===== src/design/mlb_pkg.sv =====
// Constants, word layout and state codes for the multi-lane bonding block.
// Assumes lane words are one control flag plus one data byte.
package mlb_pkg;

   localparam int MLB_DW = 8;
   localparam int MLB_NUMW = 4;
   // Lane words below the minimum would let a one-word skew overrun a lane FIFO
   localparam int MLB_FIFO_MIN = 3;
   localparam int MLB_RX_DEPTH = 4;
   localparam int MLB_TX_DEPTH = 2;
   localparam int MLB_SYNC_WAIT_CYC = 64;

   // Control word kinds, upper nibble of a control word's data byte
   localparam logic [3:0] MLB_KIND_IDLE = 4'h0;
   localparam logic [3:0] MLB_KIND_SYNC = 4'h1;
   localparam logic [3:0] MLB_KIND_FAULT = 4'h2;

   localparam logic [MLB_NUMW-1:0] MLB_NULL_NUM = 4'h0;
   localparam logic [MLB_NUMW-1:0] MLB_FIRST_NUM = 4'h1;
   localparam logic [MLB_NUMW-1:0] MLB_ONE_LANE = 4'h1;
   localparam logic MLB_RETRY_LIMIT = 1'h1;

   typedef struct packed {
      logic ctrl;
      logic [MLB_DW-1:0] data;
   } mlb_word_t;

   typedef struct packed {
      logic [3:0] kind;
      logic [MLB_NUMW-1:0] num;
   } mlb_ctrl_t;

   typedef struct packed {
      logic synced;
      logic perm_error;
      logic [MLB_NUMW-1:0] used_lanes;
   } mlb_status_t;

   // Gray along send -> wait -> run -> reinit -> fail; wait to reinit or fail changes more than one bit
   typedef enum logic [2:0] {
      MLB_ST_SEND = 3'h0,
      MLB_ST_WAIT = 3'h1,
      MLB_ST_RUN = 3'h3,
      MLB_ST_REINIT = 3'h2,
      MLB_ST_FAIL = 3'h6
   } mlb_state_t;

   localparam mlb_word_t MLB_IDLE_WORD = '{ctrl: 1'b1, data: {MLB_KIND_IDLE, MLB_NULL_NUM}};

endpackage


===== src/design/mlb_fifo.sv =====
// Small synchronous FIFO with valid/ready on both sides.
// Assumes one clock; read data is taken straight from storage flops.
`timescale 1ns/100ps
`default_nettype none
module mlb_fifo
   import mlb_pkg::*;
#(
   parameter int W = 9,
   parameter int DEPTH = 2
) (
   input wire logic clk_sys,
   input wire logic srst,
   input wire logic in_valid,
   output logic in_ready,
   input wire logic [W-1:0] in_data,
   output logic out_valid,
   input wire logic out_ready,
   output logic [W-1:0] out_data
);
   localparam int AW = (DEPTH > 1) ? $clog2(DEPTH) : 1;
   localparam logic [AW-1:0] LAST = AW'(DEPTH - 1);

   logic [W-1:0] mem_ff [DEPTH];
   logic [AW-1:0] wr_ptr_ff;
   logic [AW-1:0] rd_ptr_ff;
   logic [AW:0] cnt_ff;
   logic push;
   logic pop;

   assign in_ready = (cnt_ff != (AW+1)'(DEPTH));
   assign out_valid = (cnt_ff != '0);
   assign out_data = mem_ff[rd_ptr_ff];
   assign push = in_valid && in_ready;
   assign pop = out_valid && out_ready;

   always_ff @(posedge clk_sys) begin
      if (push) begin
         mem_ff[wr_ptr_ff] <= in_data;
      end
   end

   always_ff @(posedge clk_sys) begin
      if (srst) begin
         wr_ptr_ff <= '0;
         rd_ptr_ff <= '0;
         cnt_ff <= '0;
      end else begin
         if (push) begin
            wr_ptr_ff <= (wr_ptr_ff == LAST) ? '0 : wr_ptr_ff + AW'(1);
         end
         if (pop) begin
            rd_ptr_ff <= (rd_ptr_ff == LAST) ? '0 : rd_ptr_ff + AW'(1);
         end
         cnt_ff <= cnt_ff + (AW+1)'(push) - (AW+1)'(pop);
      end
   end
endmodule
`default_nettype wire


===== src/design/mlb_bond.sv =====
// Multi-lane bonding: lane numbering, lane sync exchange, distribution
// of the word stream over used lanes and concentration back from lanes.
// Assumes lane layer and upper layer logic share clk_sys; per-lane
// receive never stalls long, so full lane FIFOs show as lane_rx_ready low.
// Contract
// Used lanes: smaller of required, active
// Physical lane indices count up from one
// Setting or active change starts resynchronisation
// Lowest active lanes get numbers 1, 2...
// Remaining active lanes get number zero
// Sync word with number on each active lane
// Sync words on all lanes together
// Distribute data only after sync sent
// Receiver waits for sync on all lanes
// Concentrator uses lanes with nonzero numbers
// Missing sync on a lane: reinitialise all
// Bad number series: reinitialise all lanes
// Failure after reinit: permanent error, notify
// Round robin over used lanes, lowest first
// Standby lanes carry no data words
// One FIFO per lane, three words minimum
// Concentrator reads lanes in number order
// Bypass mode runs one lane only
// One retry, cleared after successful sync
`timescale 1ns/100ps
`default_nettype none
module mlb_bond
   import mlb_pkg::*;
#(
   parameter int NL = 4,
   parameter int RX_DEPTH = MLB_RX_DEPTH,
   parameter int SYNC_WAIT_CYC = MLB_SYNC_WAIT_CYC
) (
   input wire logic clk_sys,
   input wire logic srst,
   input wire logic [MLB_NUMW-1:0] req_lanes,
   input wire logic [NL-1:0] lane_active,
   input wire logic bypass,
   input wire logic tx_valid,
   output logic tx_ready,
   input wire mlb_word_t tx_word,
   output mlb_word_t [NL-1:0] lane_tx_word,
   output logic [NL-1:0] lane_tx_valid,
   input wire logic [NL-1:0] lane_tx_ready,
   input wire mlb_word_t [NL-1:0] lane_rx_word,
   input wire logic [NL-1:0] lane_rx_valid,
   output logic [NL-1:0] lane_rx_ready,
   output logic rx_valid,
   input wire logic rx_ready,
   output mlb_word_t rx_word,
   output logic lane_reinit,
   output mlb_status_t status
);
   localparam int LW = (NL > 1) ? $clog2(NL) : 1;
   localparam int WW = $bits(mlb_word_t);
   localparam logic [15:0] WAIT_LAST = 16'(SYNC_WAIT_CYC - 1);

   mlb_state_t state_ff;
   logic [MLB_NUMW-1:0] act_cnt;
   logic [MLB_NUMW-1:0] used_calc;
   logic [MLB_NUMW-1:0] used_ff;
   logic [NL-1:0][MLB_NUMW-1:0] nxt_tx_num;
   logic [NL-1:0][MLB_NUMW-1:0] tx_num_ff;
   logic [NL-1:0][LW-1:0] nxt_tx_map;
   logic [NL-1:0][LW-1:0] tx_map_ff;
   logic [MLB_NUMW-1:0] asg_cnt;
   logic [MLB_NUMW-1:0] prev_req_ff;
   logic [NL-1:0] prev_act_ff;
   logic prev_bypass_ff;
   logic chg;
   logic load_sync;
   mlb_word_t [NL-1:0] tx_word_ff;
   logic [NL-1:0] tx_vld_ff;
   logic buf_valid;
   logic buf_ready;
   logic [WW-1:0] buf_data;
   logic dist_fire;
   logic [LW-1:0] dist_lane;
   logic [MLB_NUMW-1:0] tx_ptr_ff;
   logic [NL-1:0] got_ff;
   logic [NL-1:0] fault_ff;
   logic [NL-1:0][MLB_NUMW-1:0] rx_num_ff;
   logic [NL-1:0] rx_is_sync;
   logic [NL-1:0] rx_is_fault;
   logic all_in;
   logic seq_ok;
   logic sync_pass;
   logic sync_fail;
   logic wait_expired;
   logic [15:0] wait_cnt_ff;
   logic [MLB_NUMW-1:0] nz_cnt;
   logic [MLB_NUMW-1:0] hits;
   logic gap_seen;
   logic [NL-1:0][LW-1:0] rx_map_calc;
   logic [NL-1:0][LW-1:0] rx_map_ff;
   logic [MLB_NUMW-1:0] rx_used_ff;
   logic [MLB_NUMW-1:0] rx_ptr_ff;
   logic [LW-1:0] rx_lane;
   logic rx_fire;
   logic retry_ff;
   logic perm_ff;
   logic reinit_ff;
   logic [NL-1:0] fifo_valid;
   logic [NL-1:0] fifo_pop;
   logic [NL-1:0][WW-1:0] fifo_data;

   // smaller setting wins
   // bypass forces one lane
   always_comb begin
      act_cnt = '0;
      for (int i = 0; i < NL; i++) begin
         act_cnt = act_cnt + MLB_NUMW'(lane_active[i]);
      end
      if (bypass) begin
         used_calc = (act_cnt != '0) ? MLB_ONE_LANE : '0;
      end else begin
         used_calc = (req_lanes <= act_cnt) ? req_lanes : act_cnt;
      end
   end

   // index i is physical lane i+1
   // lowest active lanes numbered
   // leftover active lanes zero
   always_comb begin
      asg_cnt = '0;
      nxt_tx_num = '0;
      nxt_tx_map = '0;
      for (int i = 0; i < NL; i++) begin
         if (lane_active[i] && (asg_cnt < used_calc)) begin
            nxt_tx_num[i] = asg_cnt + MLB_FIRST_NUM;
            nxt_tx_map[asg_cnt] = LW'(i);
            asg_cnt = asg_cnt + MLB_FIRST_NUM;
         end
      end
   end

   // change detection
   assign chg = (req_lanes != prev_req_ff) || (lane_active != prev_act_ff) ||
                (bypass != prev_bypass_ff);

   always_ff @(posedge clk_sys) begin
      if (srst) begin
         prev_req_ff <= '0;
         prev_act_ff <= '0;
         prev_bypass_ff <= 1'b0;
      end else begin
         prev_req_ff <= req_lanes;
         prev_act_ff <= lane_active;
         prev_bypass_ff <= bypass;
      end
   end

   // all active lanes drained, then loaded in the same cycle
   assign load_sync = (state_ff == MLB_ST_SEND) && (act_cnt != '0) &&
                      ((tx_vld_ff & lane_active) == '0);

   always_ff @(posedge clk_sys) begin
      if (srst) begin
         used_ff <= '0;
         tx_num_ff <= '0;
         tx_map_ff <= '0;
      end else if (load_sync) begin
         used_ff <= used_calc;
         tx_num_ff <= nxt_tx_num;
         tx_map_ff <= nxt_tx_map;
      end
   end

   // Upper layer stalls here during resync instead of losing a word
   mlb_fifo #(.W(WW), .DEPTH(MLB_TX_DEPTH)) u_tx_buf (
      .clk_sys(clk_sys),
      .srst(srst),
      .in_valid(tx_valid),
      .in_ready(tx_ready),
      .in_data(tx_word),
      .out_valid(buf_valid),
      .out_ready(buf_ready),
      .out_data(buf_data)
   );

   // round robin target
   assign dist_lane = tx_map_ff[tx_ptr_ff];
   // only once sync is out
   assign buf_ready = ((state_ff == MLB_ST_WAIT) || (state_ff == MLB_ST_RUN)) &&
                      (used_ff != '0) &&
                      (!tx_vld_ff[dist_lane] || lane_tx_ready[dist_lane]);
   assign dist_fire = buf_valid && buf_ready;

   always_ff @(posedge clk_sys) begin
      if (srst || load_sync) begin
         tx_ptr_ff <= '0;
      end else if (dist_fire) begin
         tx_ptr_ff <= (tx_ptr_ff + MLB_FIRST_NUM >= used_ff) ? '0 : tx_ptr_ff + MLB_FIRST_NUM;
      end
   end

   // sync word per active lane
   // only mapped lanes get data
   always_ff @(posedge clk_sys) begin
      for (int i = 0; i < NL; i++) begin
         if (srst) begin
            tx_vld_ff[i] <= 1'b0;
            tx_word_ff[i] <= MLB_IDLE_WORD;
         end else if (load_sync && lane_active[i]) begin
            tx_vld_ff[i] <= 1'b1;
            tx_word_ff[i] <= '{ctrl: 1'b1, data: {MLB_KIND_SYNC, nxt_tx_num[i]}};
         end else if (dist_fire && (dist_lane == LW'(i))) begin
            tx_vld_ff[i] <= 1'b1;
            tx_word_ff[i] <= buf_data;
         end else if (lane_tx_ready[i]) begin
            tx_vld_ff[i] <= 1'b0;
         end
      end
   end

   assign lane_tx_valid = tx_vld_ff;
   assign lane_tx_word = tx_word_ff;

   // catch sync words per lane
   always_comb begin
      for (int i = 0; i < NL; i++) begin
         rx_is_sync[i] = lane_rx_valid[i] && lane_rx_word[i].ctrl &&
                         (lane_rx_word[i].data[MLB_DW-1:MLB_NUMW] == MLB_KIND_SYNC);
         rx_is_fault[i] = lane_rx_valid[i] && lane_rx_word[i].ctrl &&
                          (lane_rx_word[i].data[MLB_DW-1:MLB_NUMW] == MLB_KIND_FAULT);
      end
   end

   // A sync arriving with the clear is kept: set wins
   always_ff @(posedge clk_sys) begin
      for (int i = 0; i < NL; i++) begin
         if (srst) begin
            got_ff[i] <= 1'b0;
            fault_ff[i] <= 1'b0;
            rx_num_ff[i] <= '0;
         end else if (rx_is_sync[i]) begin
            got_ff[i] <= 1'b1;
            rx_num_ff[i] <= lane_rx_word[i].data[MLB_NUMW-1:0];
         end else if (sync_pass || sync_fail) begin
            got_ff[i] <= 1'b0;
            fault_ff[i] <= rx_is_fault[i];
         end else if (rx_is_fault[i] && (got_ff != '0)) begin
            fault_ff[i] <= 1'b1;
         end
      end
   end

   // series check, duplicate zeros allowed
   always_comb begin
      nz_cnt = '0;
      hits = '0;
      gap_seen = 1'b0;
      seq_ok = 1'b1;
      rx_map_calc = '0;
      for (int i = 0; i < NL; i++) begin
         if (got_ff[i] && (rx_num_ff[i] != MLB_NULL_NUM)) begin
            nz_cnt = nz_cnt + MLB_FIRST_NUM;
            if (rx_num_ff[i] > MLB_NUMW'(NL)) begin
               seq_ok = 1'b0;
            end
         end
      end
      for (int k = 1; k <= NL; k++) begin
         hits = '0;
         for (int i = 0; i < NL; i++) begin
            if (got_ff[i] && (rx_num_ff[i] == MLB_NUMW'(k))) begin
               hits = hits + MLB_FIRST_NUM;
               rx_map_calc[k-1] = LW'(i);
            end
         end
         if (hits > MLB_FIRST_NUM || (gap_seen && hits != '0)) begin
            seq_ok = 1'b0;
         end
         if (hits == '0) begin
            gap_seen = 1'b1;
         end
      end
      if (nz_cnt == '0) begin
         seq_ok = 1'b0;
      end
   end

   assign all_in = (got_ff != '0) && ((got_ff | ~lane_active) == '1);
   assign wait_expired = (got_ff != '0) && !all_in && (wait_cnt_ff == WAIT_LAST);
   // decide once every active lane reported
   assign sync_pass = (state_ff == MLB_ST_WAIT) && all_in && seq_ok && (fault_ff == '0);
   // missing lane times out
   assign sync_fail = (state_ff == MLB_ST_WAIT) && !chg &&
                      ((all_in && (!seq_ok || fault_ff != '0)) || wait_expired);

   always_ff @(posedge clk_sys) begin
      if (srst || got_ff == '0 || sync_pass || sync_fail) begin
         wait_cnt_ff <= '0;
      end else if (wait_cnt_ff != WAIT_LAST) begin
         wait_cnt_ff <= wait_cnt_ff + 16'h0001;
      end
   end

   always_ff @(posedge clk_sys) begin
      if (srst) begin
         state_ff <= MLB_ST_SEND;
      end else begin
         unique case (state_ff)
            MLB_ST_SEND: begin
               if (load_sync) begin
                  state_ff <= MLB_ST_WAIT;
               end
            end
            // resync on change
            MLB_ST_WAIT: begin
               if (chg) begin
                  state_ff <= MLB_ST_SEND;
               end else if (sync_pass) begin
                  state_ff <= MLB_ST_RUN;
               end else if (sync_fail) begin
                  state_ff <= (retry_ff == MLB_RETRY_LIMIT) ? MLB_ST_FAIL : MLB_ST_REINIT;
               end
            end
            MLB_ST_RUN: begin
               if (chg) begin
                  state_ff <= MLB_ST_SEND;
               end else if (got_ff != '0) begin
                  state_ff <= MLB_ST_WAIT;
               end
            end
            MLB_ST_REINIT: begin
               state_ff <= MLB_ST_SEND;
            end
            MLB_ST_FAIL: begin
               state_ff <= MLB_ST_FAIL;
            end
            default: begin
               state_ff <= MLB_ST_SEND;
            end
         endcase
      end
   end

   // single retry, cleared on pass
   // second failure is permanent
   always_ff @(posedge clk_sys) begin
      if (srst) begin
         retry_ff <= 1'b0;
         perm_ff <= 1'b0;
         reinit_ff <= 1'b0;
      end else begin
         reinit_ff <= sync_fail && (retry_ff != MLB_RETRY_LIMIT);
         if (sync_pass) begin
            retry_ff <= 1'b0;
         end else if (sync_fail) begin
            retry_ff <= MLB_RETRY_LIMIT;
         end
         if (sync_fail && (retry_ff == MLB_RETRY_LIMIT)) begin
            perm_ff <= 1'b1;
         end
      end
   end

   // concentrator set from received numbers
   always_ff @(posedge clk_sys) begin
      if (srst) begin
         rx_map_ff <= '0;
         rx_used_ff <= '0;
      end else if (sync_pass) begin
         rx_map_ff <= rx_map_calc;
         rx_used_ff <= nz_cnt;
      end
   end

   // one sync FIFO per lane
   for (genvar g = 0; g < NL; g++) begin : g_lane
      mlb_fifo #(.W(WW), .DEPTH(RX_DEPTH)) u_rx_fifo (
         .clk_sys(clk_sys),
         .srst(srst),
         .in_valid(lane_rx_valid[g] && !rx_is_sync[g]),
         .in_ready(lane_rx_ready[g]),
         .in_data(lane_rx_word[g]),
         .out_valid(fifo_valid[g]),
         .out_ready(fifo_pop[g]),
         .out_data(fifo_data[g])
      );
      assign fifo_pop[g] = rx_fire && (rx_lane == LW'(g));
   end

   // read in received number order
   assign rx_lane = rx_map_ff[rx_ptr_ff];
   assign rx_valid = (state_ff == MLB_ST_RUN) && (rx_used_ff != '0) && fifo_valid[rx_lane];
   assign rx_word = fifo_data[rx_lane];
   assign rx_fire = rx_valid && rx_ready;

   always_ff @(posedge clk_sys) begin
      if (srst || sync_pass) begin
         rx_ptr_ff <= '0;
      end else if (rx_fire) begin
         rx_ptr_ff <= (rx_ptr_ff + MLB_FIRST_NUM >= rx_used_ff) ? '0 : rx_ptr_ff + MLB_FIRST_NUM;
      end
   end

   assign lane_reinit = reinit_ff;
   assign status = '{synced: (state_ff == MLB_ST_RUN), perm_error: perm_ff, used_lanes: used_ff};
endmodule
`default_nettype wire


===== config.mk =====
export PLATFORM = sky130hd
export DESIGN_NAME = mlb_bond
export DESIGN_NICKNAME = d
export VERILOG_FILES = /design/src/design/mlb_pkg.sv /design/src/design/mlb_fifo.sv /design/src/design/mlb_bond.sv
export SDC_FILE = /design/constraint.sdc
export NUM_CORES = 1
export LEC_CHECK = 0
export BUFFER_PORTS_ARGS = -buffer_cell sky130_fd_sc_hd__buf_2
export CAP_MARGIN = 15
export CORE_MARGIN = 4
export CORE_UTILIZATION = 30
export DETAILED_ROUTE_END_ITERATION = 10
export SLEW_MARGIN = 20
export SYNTH_ARGS = -nofsm -noshare
export SYNTH_HDL_FRONTEND = slang
export SYNTH_HIERARCHICAL = 1
export SYNTH_SLANG_ARGS = --single-unit

===== constraint.sdc =====
create_clock -name clk_sys -period 19.3 [get_ports clk_sys]
set_input_delay 3.86 -clock clk_sys [delete_from_list [all_inputs] [get_ports clk_sys]]
set_output_delay 3.86 -clock clk_sys [all_outputs]
set_load 0.05 [all_outputs]

* Yosys cells after proc, flatten, opt, wreduce, memory -nomap -nowiden *
Memories as Yosys holds them, arrays and structs flattened. A register that Yosys moved wholly into a read port is not among the register bits.
Cells that the tools add are included.

storage, ports and cells
  register bits = 159
  RAM bits = 162
  bits of input ports = 66
  memories = 5

operators by class
  bitwise operators = 12
  muxes and demuxes = 151
  eq/ne operators = 55
  $lt $le $gt $ge = 25
  add/sub/neg operators = 44
  reductions and logical operators = 166

memories
  memory                      words  width  read ports  clocked after Yosys merged registers in  write ports  RTL line        RTL
  g_lane[0].u_rx_fifo.mem_ff  4      9      1           1                                        1            mlb_fifo.sv:23  logic [W-1:0] mem_ff [DEPTH];
  g_lane[1].u_rx_fifo.mem_ff  4      9      1           1                                        1            mlb_fifo.sv:23
  g_lane[2].u_rx_fifo.mem_ff  4      9      1           1                                        1            mlb_fifo.sv:23
  g_lane[3].u_rx_fifo.mem_ff  4      9      1           1                                        1            mlb_fifo.sv:23
  u_tx_buf.mem_ff             2      9      1           1                                        1            mlb_fifo.sv:23

operators by type and width
  operator                                                               number
  4-bit 2-to-1 mux                                                       24
  1-bit logical AND                                                      90
  4-bit by 1-bit adder with 4-bit output (second input constant)         20
  1-bit 2-to-1 mux                                                       69
  2-bit 2-to-1 mux                                                       29
  4-bit by 2-bit == test with 1-bit output (second input constant)       12
  4-bit nonzero test                                                     12
  5-bit 2-to-1 mux                                                       8
  4-bit by 1-bit == test with 1-bit output (second input constant)       8
  4-bit zero test                                                        7
  2-bit nonzero test                                                     13
  2-bit == test (second input constant)                                  12
  3-bit nonzero test                                                     8
  3-bit 2-to-1 mux                                                       7
  4-bit by 3-bit < comparator with 1-bit output (second input constant)  5
  9-bit binary-select mux with 2-bit select                              1
  16-bit by 1-bit adder with 16-bit output (second input constant)       1
  2-bit by 1-bit adder with 2-bit output (second input constant)         8
  16-bit by 6-bit == test with 1-bit output (second input constant)      1
  4-bit by 3-bit == test with 1-bit output (second input constant)       4
  4-bit by 1-bit > comparator with 1-bit output (second input constant)  4
  4-bit by 3-bit > comparator with 1-bit output (second input constant)  4
  8-bit 2-to-1 mux                                                       2
  16-bit by 6-bit != test with 1-bit output (second input constant)      1
  43 further kinds                                                       103

* Logic depth before layout (Yosys ltp) *
  depth in word-level cells = 26
  depth in mapped cells = 26
  depth with buffers taken out = 25

* By module *
The synthesis kept the hierarchy.

by module, submodules not included
  module                               area an instance (um2)  instances  cells an instance
  mlb_bond                             7733.7                  1          890
  mlb_fifo at g_lane[0].u_rx_fifo ...  1781.7                  3          96
  mlb_fifo at g_lane[3].u_rx_fifo      1780.5                  1          95
  mlb_fifo at u_tx_buf                 904.6                   1          57

* Worst setup path before layout *
No wires, ideal clock.

  kind = input to register
  from = input lane_active[0]
  to = register tx_map_ff[2] (netlist name)
  required time = 19.209 ns
  stages on the path = 25
  setup time = 0.091 ns
  path slack = 9.694 ns
  arrival = 9.515 ns
  cells stage by stage = clkbuf_1 inv_1 fa_1 inv_1 ha_1 ha_1 nor2b_1 o311ai_1 a32oi_1 o21ai_0 a21oi_1 o31ai_1 inv_1 ha_1 ha_1 nor2_1 a211o_1 and2_1 a21o_1 ha_1 a21o_1 a2111oi_0 o31a_1 nand2_1 a311oi_1

between the ends
  longest elaborated chain between the ends = 21

RTL lines
  element                                                                                                           RTL line                                           RTL
  start, declared                                                                                                   mlb_bond.sv:37                                     input wire logic [NL-1:0] lane_active,
  1-bit by 1-bit adder with 2-bit output                                                                            mlb_bond.sv:112                                    act_cnt = act_cnt + MLB_NUMW'(lane_active[i]);
  2-bit by 1-bit adder with 3-bit output                                                                            mlb_bond.sv:112
  3-bit by 1-bit adder with 4-bit output                                                                            mlb_bond.sv:112
  4-bit less-or-equal comparator or 4-bit nonzero test (tied branches)                                              mlb_bond.sv:117, mlb_bond.sv:115, mlb_bond.sv:154
  4-bit 2-to-1 mux or 1-bit 2-to-1 mux (tied branches)                                                              mlb_bond.sv:117, mlb_bond.sv:115
  4-bit 2-to-1 mux                                                                                                  mlb_bond.sv:114                                    if (bypass) begin
  1-bit by 4-bit < comparator with 1-bit output                                                                     mlb_bond.sv:129                                    if (lane_active[i] && (asg_cnt < used_calc)) begin
  1-bit logical AND                                                                                                 mlb_bond.sv:129
  (+5 left out)                                                                                                     --
  1-bit logical AND, on equally long branches                                                                       mlb_bond.sv:129, mlb_bond.sv:131
  4-bit 2-to-1 mux or 2-bit 2-to-1 mux (tied branches)                                                              mlb_bond.sv:129, mlb_bond.sv:131
  4-bit by 1-bit greater-or-equal comparator with 1-bit output (implied by the code), or another cell as far along  mlb_bond.sv:131                                    nxt_tx_map[asg_cnt] = LW'(i);
  1-bit logical AND (implied by the code) or 4-bit NOT (tied branches)                                              --
  2-bit 2-to-1 mux (implied by the code) or 4-bit AND (tied branches)                                               --
  2-bit demux with 2-bit select or 8-bit 2-to-1 mux (tied branches)                                                 mlb_bond.sv:131, mlb_bond.sv:129
  8-bit bitwise OR (no source line)                                                                                 --
  8-bit 2-to-1 mux                                                                                                  mlb_bond.sv:129
  end signal, assigned                                                                                              mlb_bond.sv:165                                    tx_map_ff <= nxt_tx_map;
  end, declared                                                                                                     mlb_bond.sv:65                                     logic [NL-1:0][LW-1:0] tx_map_ff;

Several ways; a longest one is shown, not always the timed one.
A chain may end at the register's enable or synchronous reset.

* Final worst setup path *
Same ends and word-level chain as after synthesis.

==> summary.md <==
| Metric | Value |
|---|---|
| Filler cells | 5088 |
| Synth Area in Compound Gates | 0.0863 |
| WL final | 39200 um |
| Synthesized net count | between 1000 and 1500 |
| CTS root buf | clkbuf_16 |
| First-pass GRT wire length | 61100 um |
| M3 GR Usage | 0.0304 |
| Top-count cell post-synth | dfxtp_1 |
| Largest net degree at the start of global routing | 80 |
| CP Launch Type | primary input |
| Die Area | 0.0563 mm2 |
| Maxcap violations | 0 |
| VDD IR max | roughly 70 uV |
| Detailed Routing Iterations Pass 1 | 5 |
| Largest family of logic cells by synthesized area | simple AND/OR/NAND/NOR gates |
| Worst hold path type | reg -> reg |
| Clk buf depth | 3 |
| Synth Area in Simple Gates | 0.152 |
| RePlAce Congestion | 0.841 |
| Reg2Reg Setup Slack | 14.53 ns |
| Slew @ Worst Pin | 1.09 ns |
| Final min period | 9.93 ns |
| Vias in the first global route | 10643 |
| Total CTS buffers | 35 |
| Total Power | 0.00175 W |
| Nets | 1585 |
| Clock Skews | 0.0212 ns |
| Top Usage Layer GRT | met2 |
| Syn. warnings | 6 |
| # IOs | 128 |
| Fin. Hold Viols | 0 |
| XOR/XNOR Fraction of Synth Area | 0.0262 |
| Reg2reg end | rx_map_ff[7] |
| Std cell rows | 83 |
| Netlist Area Pre-Place | 0.0158 mm2 |
| FFs w/ async S/R, synth | 0 |
| Hold Path Cell Cnt | 2 |
| Hold path start | lane_tx_word[2] |
| Post-DR wirelength/cell | 18.2 um |
| Share of cells above drive strength 1 | 0.207 |
| Final ANT Viol Nets | 0 |
| Post-synth EDFFs | 162 |
| Crit Path Max Fanout | 10 |
| Final period util | 0.514 |
| Postcts setup bufs | 0 |
| #FFs+latches synth | 330 |
| Met1 Track Usage GR | 0.190 |
| Setup violators final | 0 |
| Die W | about 240 um |
| Initial DRC Count | 681 |
| GR Util met2 | 0.215 |
| Post-synth top cells | 168 x dfxtp_1, 162 x edfxtp_1, 113 x nor2_1 |
| Top post-synthesis cells by area | edfxtp_1 31%, dfxtp_1 21%, mux4_2 7.1% |
| Crit Path Category | in -> reg |
| Initial antenna violation count | 4 |
| Area share of the largest cell type after synthesis | 0.309 |
| Largest area contributor in the netlist | edfxtp_1 |
| Count of final max-slew check failures | 0 |
| Count of clock tree sinks | 330 |
| Ys flop type | dfxtp_1 |
| Synthesized area per cell | between 10 and 15 um2 |
| # port buffers | 127 |
| Leakage power | 6.90 nW |
| Worst r2r src | got_ff[1] |
| Routed vias | 10639 |
| DRC | 0 |
| CP required | approximately 20 ns |
| Final setup TNS | 0 ns |
| Relative slew slack | 0.270 |
| Via/cell ratio | 4.95 |
| HPWL Detailed | 28400 um |
| Final core utilization | 0.351 |
| Die Span Y | 237 um |
| Mux cell area share after synthesis | 0.112 |
| Area grow syn2layout | 15.1% |
| CTS HTree Levels | 2 |
| PwrDens | a little under 100 mW/mm2 |
| Status | completed |
| Post-Syn Instances | 1330 |
| Total track usage | 0.135 |
| Worst skew pair latency | between 0.5 and 0.6 ns |
| Starting density of the core | 0.305 |
| Number of unique standard cell types used by synthesis | 93 |
| CP arrival | between 10 and 15 ns |
| Hold Path Sink | lane_tx_word[2] |
| CTS Hold Bufs | 0 |
| Core ar. | 0.0517 mm2 |
| WHS | between 0.4 and 0.5 ns |
| RSZ-0062 raised after global routing | false |
| CTS tree | done |
| Seq/Total Area, Yosys | 0.522 |
| Highest Clock Rate | just over 100 MHz |
| Synth Area in Adders | 0.0664 |
| Remaining global-route overflow | 0 |
| Depth of the worst register-to-register path | 16 |
| CTS clk-pin slew, worst paths | 0.06 ns |
| Post-CTS sizing | 0 |
| Endpoint type of the worst setup path | flop |
-- per-layer routing --
| layer | part of all wire | wire [um] |
|---|---|---|
| met1 | 0.46 | 18100 |
| met2 | 0.45 | 17800 |
| met3 | 0.066 | 2580 |
| met4 | 0.018 | 720 |
| met5 | 0 | 0 |
-- where the power goes --
group | internal, W | total [W] | switching, W
combinational | 0.0000914 | 0.000269 | 0.000177
sequential | 0.000787 | 0.000813 | 0.0000261
clock | 0.000386 | 0.000671 | 0.000286
-- cell type report --
| type | count | area, um2 | share of cell area |
|---|---|---|---|
| Multi-Input combinational cell | 875 | 6990 | 0.385 |
| Tap cell | 680 | 851 | 0.0469 |
| Timing Repair Buffer | 131 | 668 | 0.0368 |
| Clock inverter | 18 | 183 | 0.0101 |
| Inverter | 66 | 248 | 0.0137 |
| Clock buffer | 46 | 967 | 0.0533 |
| Sequential cell | 330 | 8230 | 0.454 |
| Antenna cell | 2 | 5.00 | 0.000276 |
-- flip-flops by register name (all words and copies together) (netlist names), 2 cells and up, named ones only --
register and flops:
u_tx_buf/mem_ff 18, wait_cnt_ff 16, prev_req_ff 4, lane_tx_valid 4
g_lane.u_rx_fifo/wr_ptr_ff 8, got_ff 4, rx_map_ff 8, state_ff 3
tx_map_ff 8, rx_ptr_ff 4, g_lane.u_rx_fifo/cnt_ff 12, prev_act_ff 4
used_ff 4, rx_used_ff 4, tx_ptr_ff 4, u_tx_buf/cnt_ff 2
lane_tx_word 36, fault_ff 4, rx_num_ff 16, g_lane.u_rx_fifo/mem_ff 144
g_lane.u_rx_fifo/rd_ptr_ff 8
-- cell usage in the layout, fill, tap and decap left out, types with 23 or more instances in the layout --
master and n:
mux2i_1 49, nand2b_1 32, clkbuf_16 35, buf_2 126, dfxtp_1 168, edfxtp_1 162
inv_1 66, nor3_1 36, nor2_1 113, nand2_1 79, nand3_1 30, ha_1 74
a21oi_1 59, and3_1 23, mux4_2 50
-- stage by stage --
step                      setup WS, ns  std cells  cell area [um2]
after detailed placement          8.84       2082            17000
after CTS                         9.40       2146            18100
final                             9.37       2148            18100
after global placement            9.11       2082            17000
after global routing              8.79       2147            18100
after floorplan                   9.69       1330            15800
-- worst max-delay path, stage by stage --
cell and delay (ns):
buf_2 0.18, inv_1 0.11, fa_1 0.54, inv_1 0.06
ha_1 0.18, ha_1 0.33, nor2b_1 0.16, o311ai_1 0.35
a32oi_1 0.12, o21ai_0 0.17, a21oi_1 0.26, o31ai_1 0.66
inv_1 0.21, ha_1 0.29, ha_1 0.28, nor2_1 0.07
a211o_1 0.35, and2_1 0.24, a21o_1 0.24, ha_1 0.19
a21o_1 0.17, a2111oi_0 0.52, o31a_1 0.40, nand2_1 0.13
a311oi_1 0.28
-- cell families after synthesis --
family	count (synthesis)
xor gates and xnor gates	44
DFF	330
and+or+nand+nor	451
adders and majority gates	80
muxes	112
AOI/OAI and AO/OA	188
buffers and inverters	125
-- worst max path at each step --
| stage | cells after the start | start | end |
|---|---|---|---|
| 2_1_floorplan | 25 | lane_active[0] | tx_map_ff[2] |
| 3_3_place_gp | 25 | lane_active[0] | tx_map_ff[2] |
| 3_5_place_dp | 25 | lane_active[0] | tx_map_ff[2] |
| 4_1_cts | 25 | lane_active[0] | tx_map_ff[2] |
| 5_1_grt | 23 | lane_active[0] | tx_map_ff[3] |
| 6_report | 25 | lane_active[0] | tx_map_ff[2] |
Power figures use the tool's default switching activity.
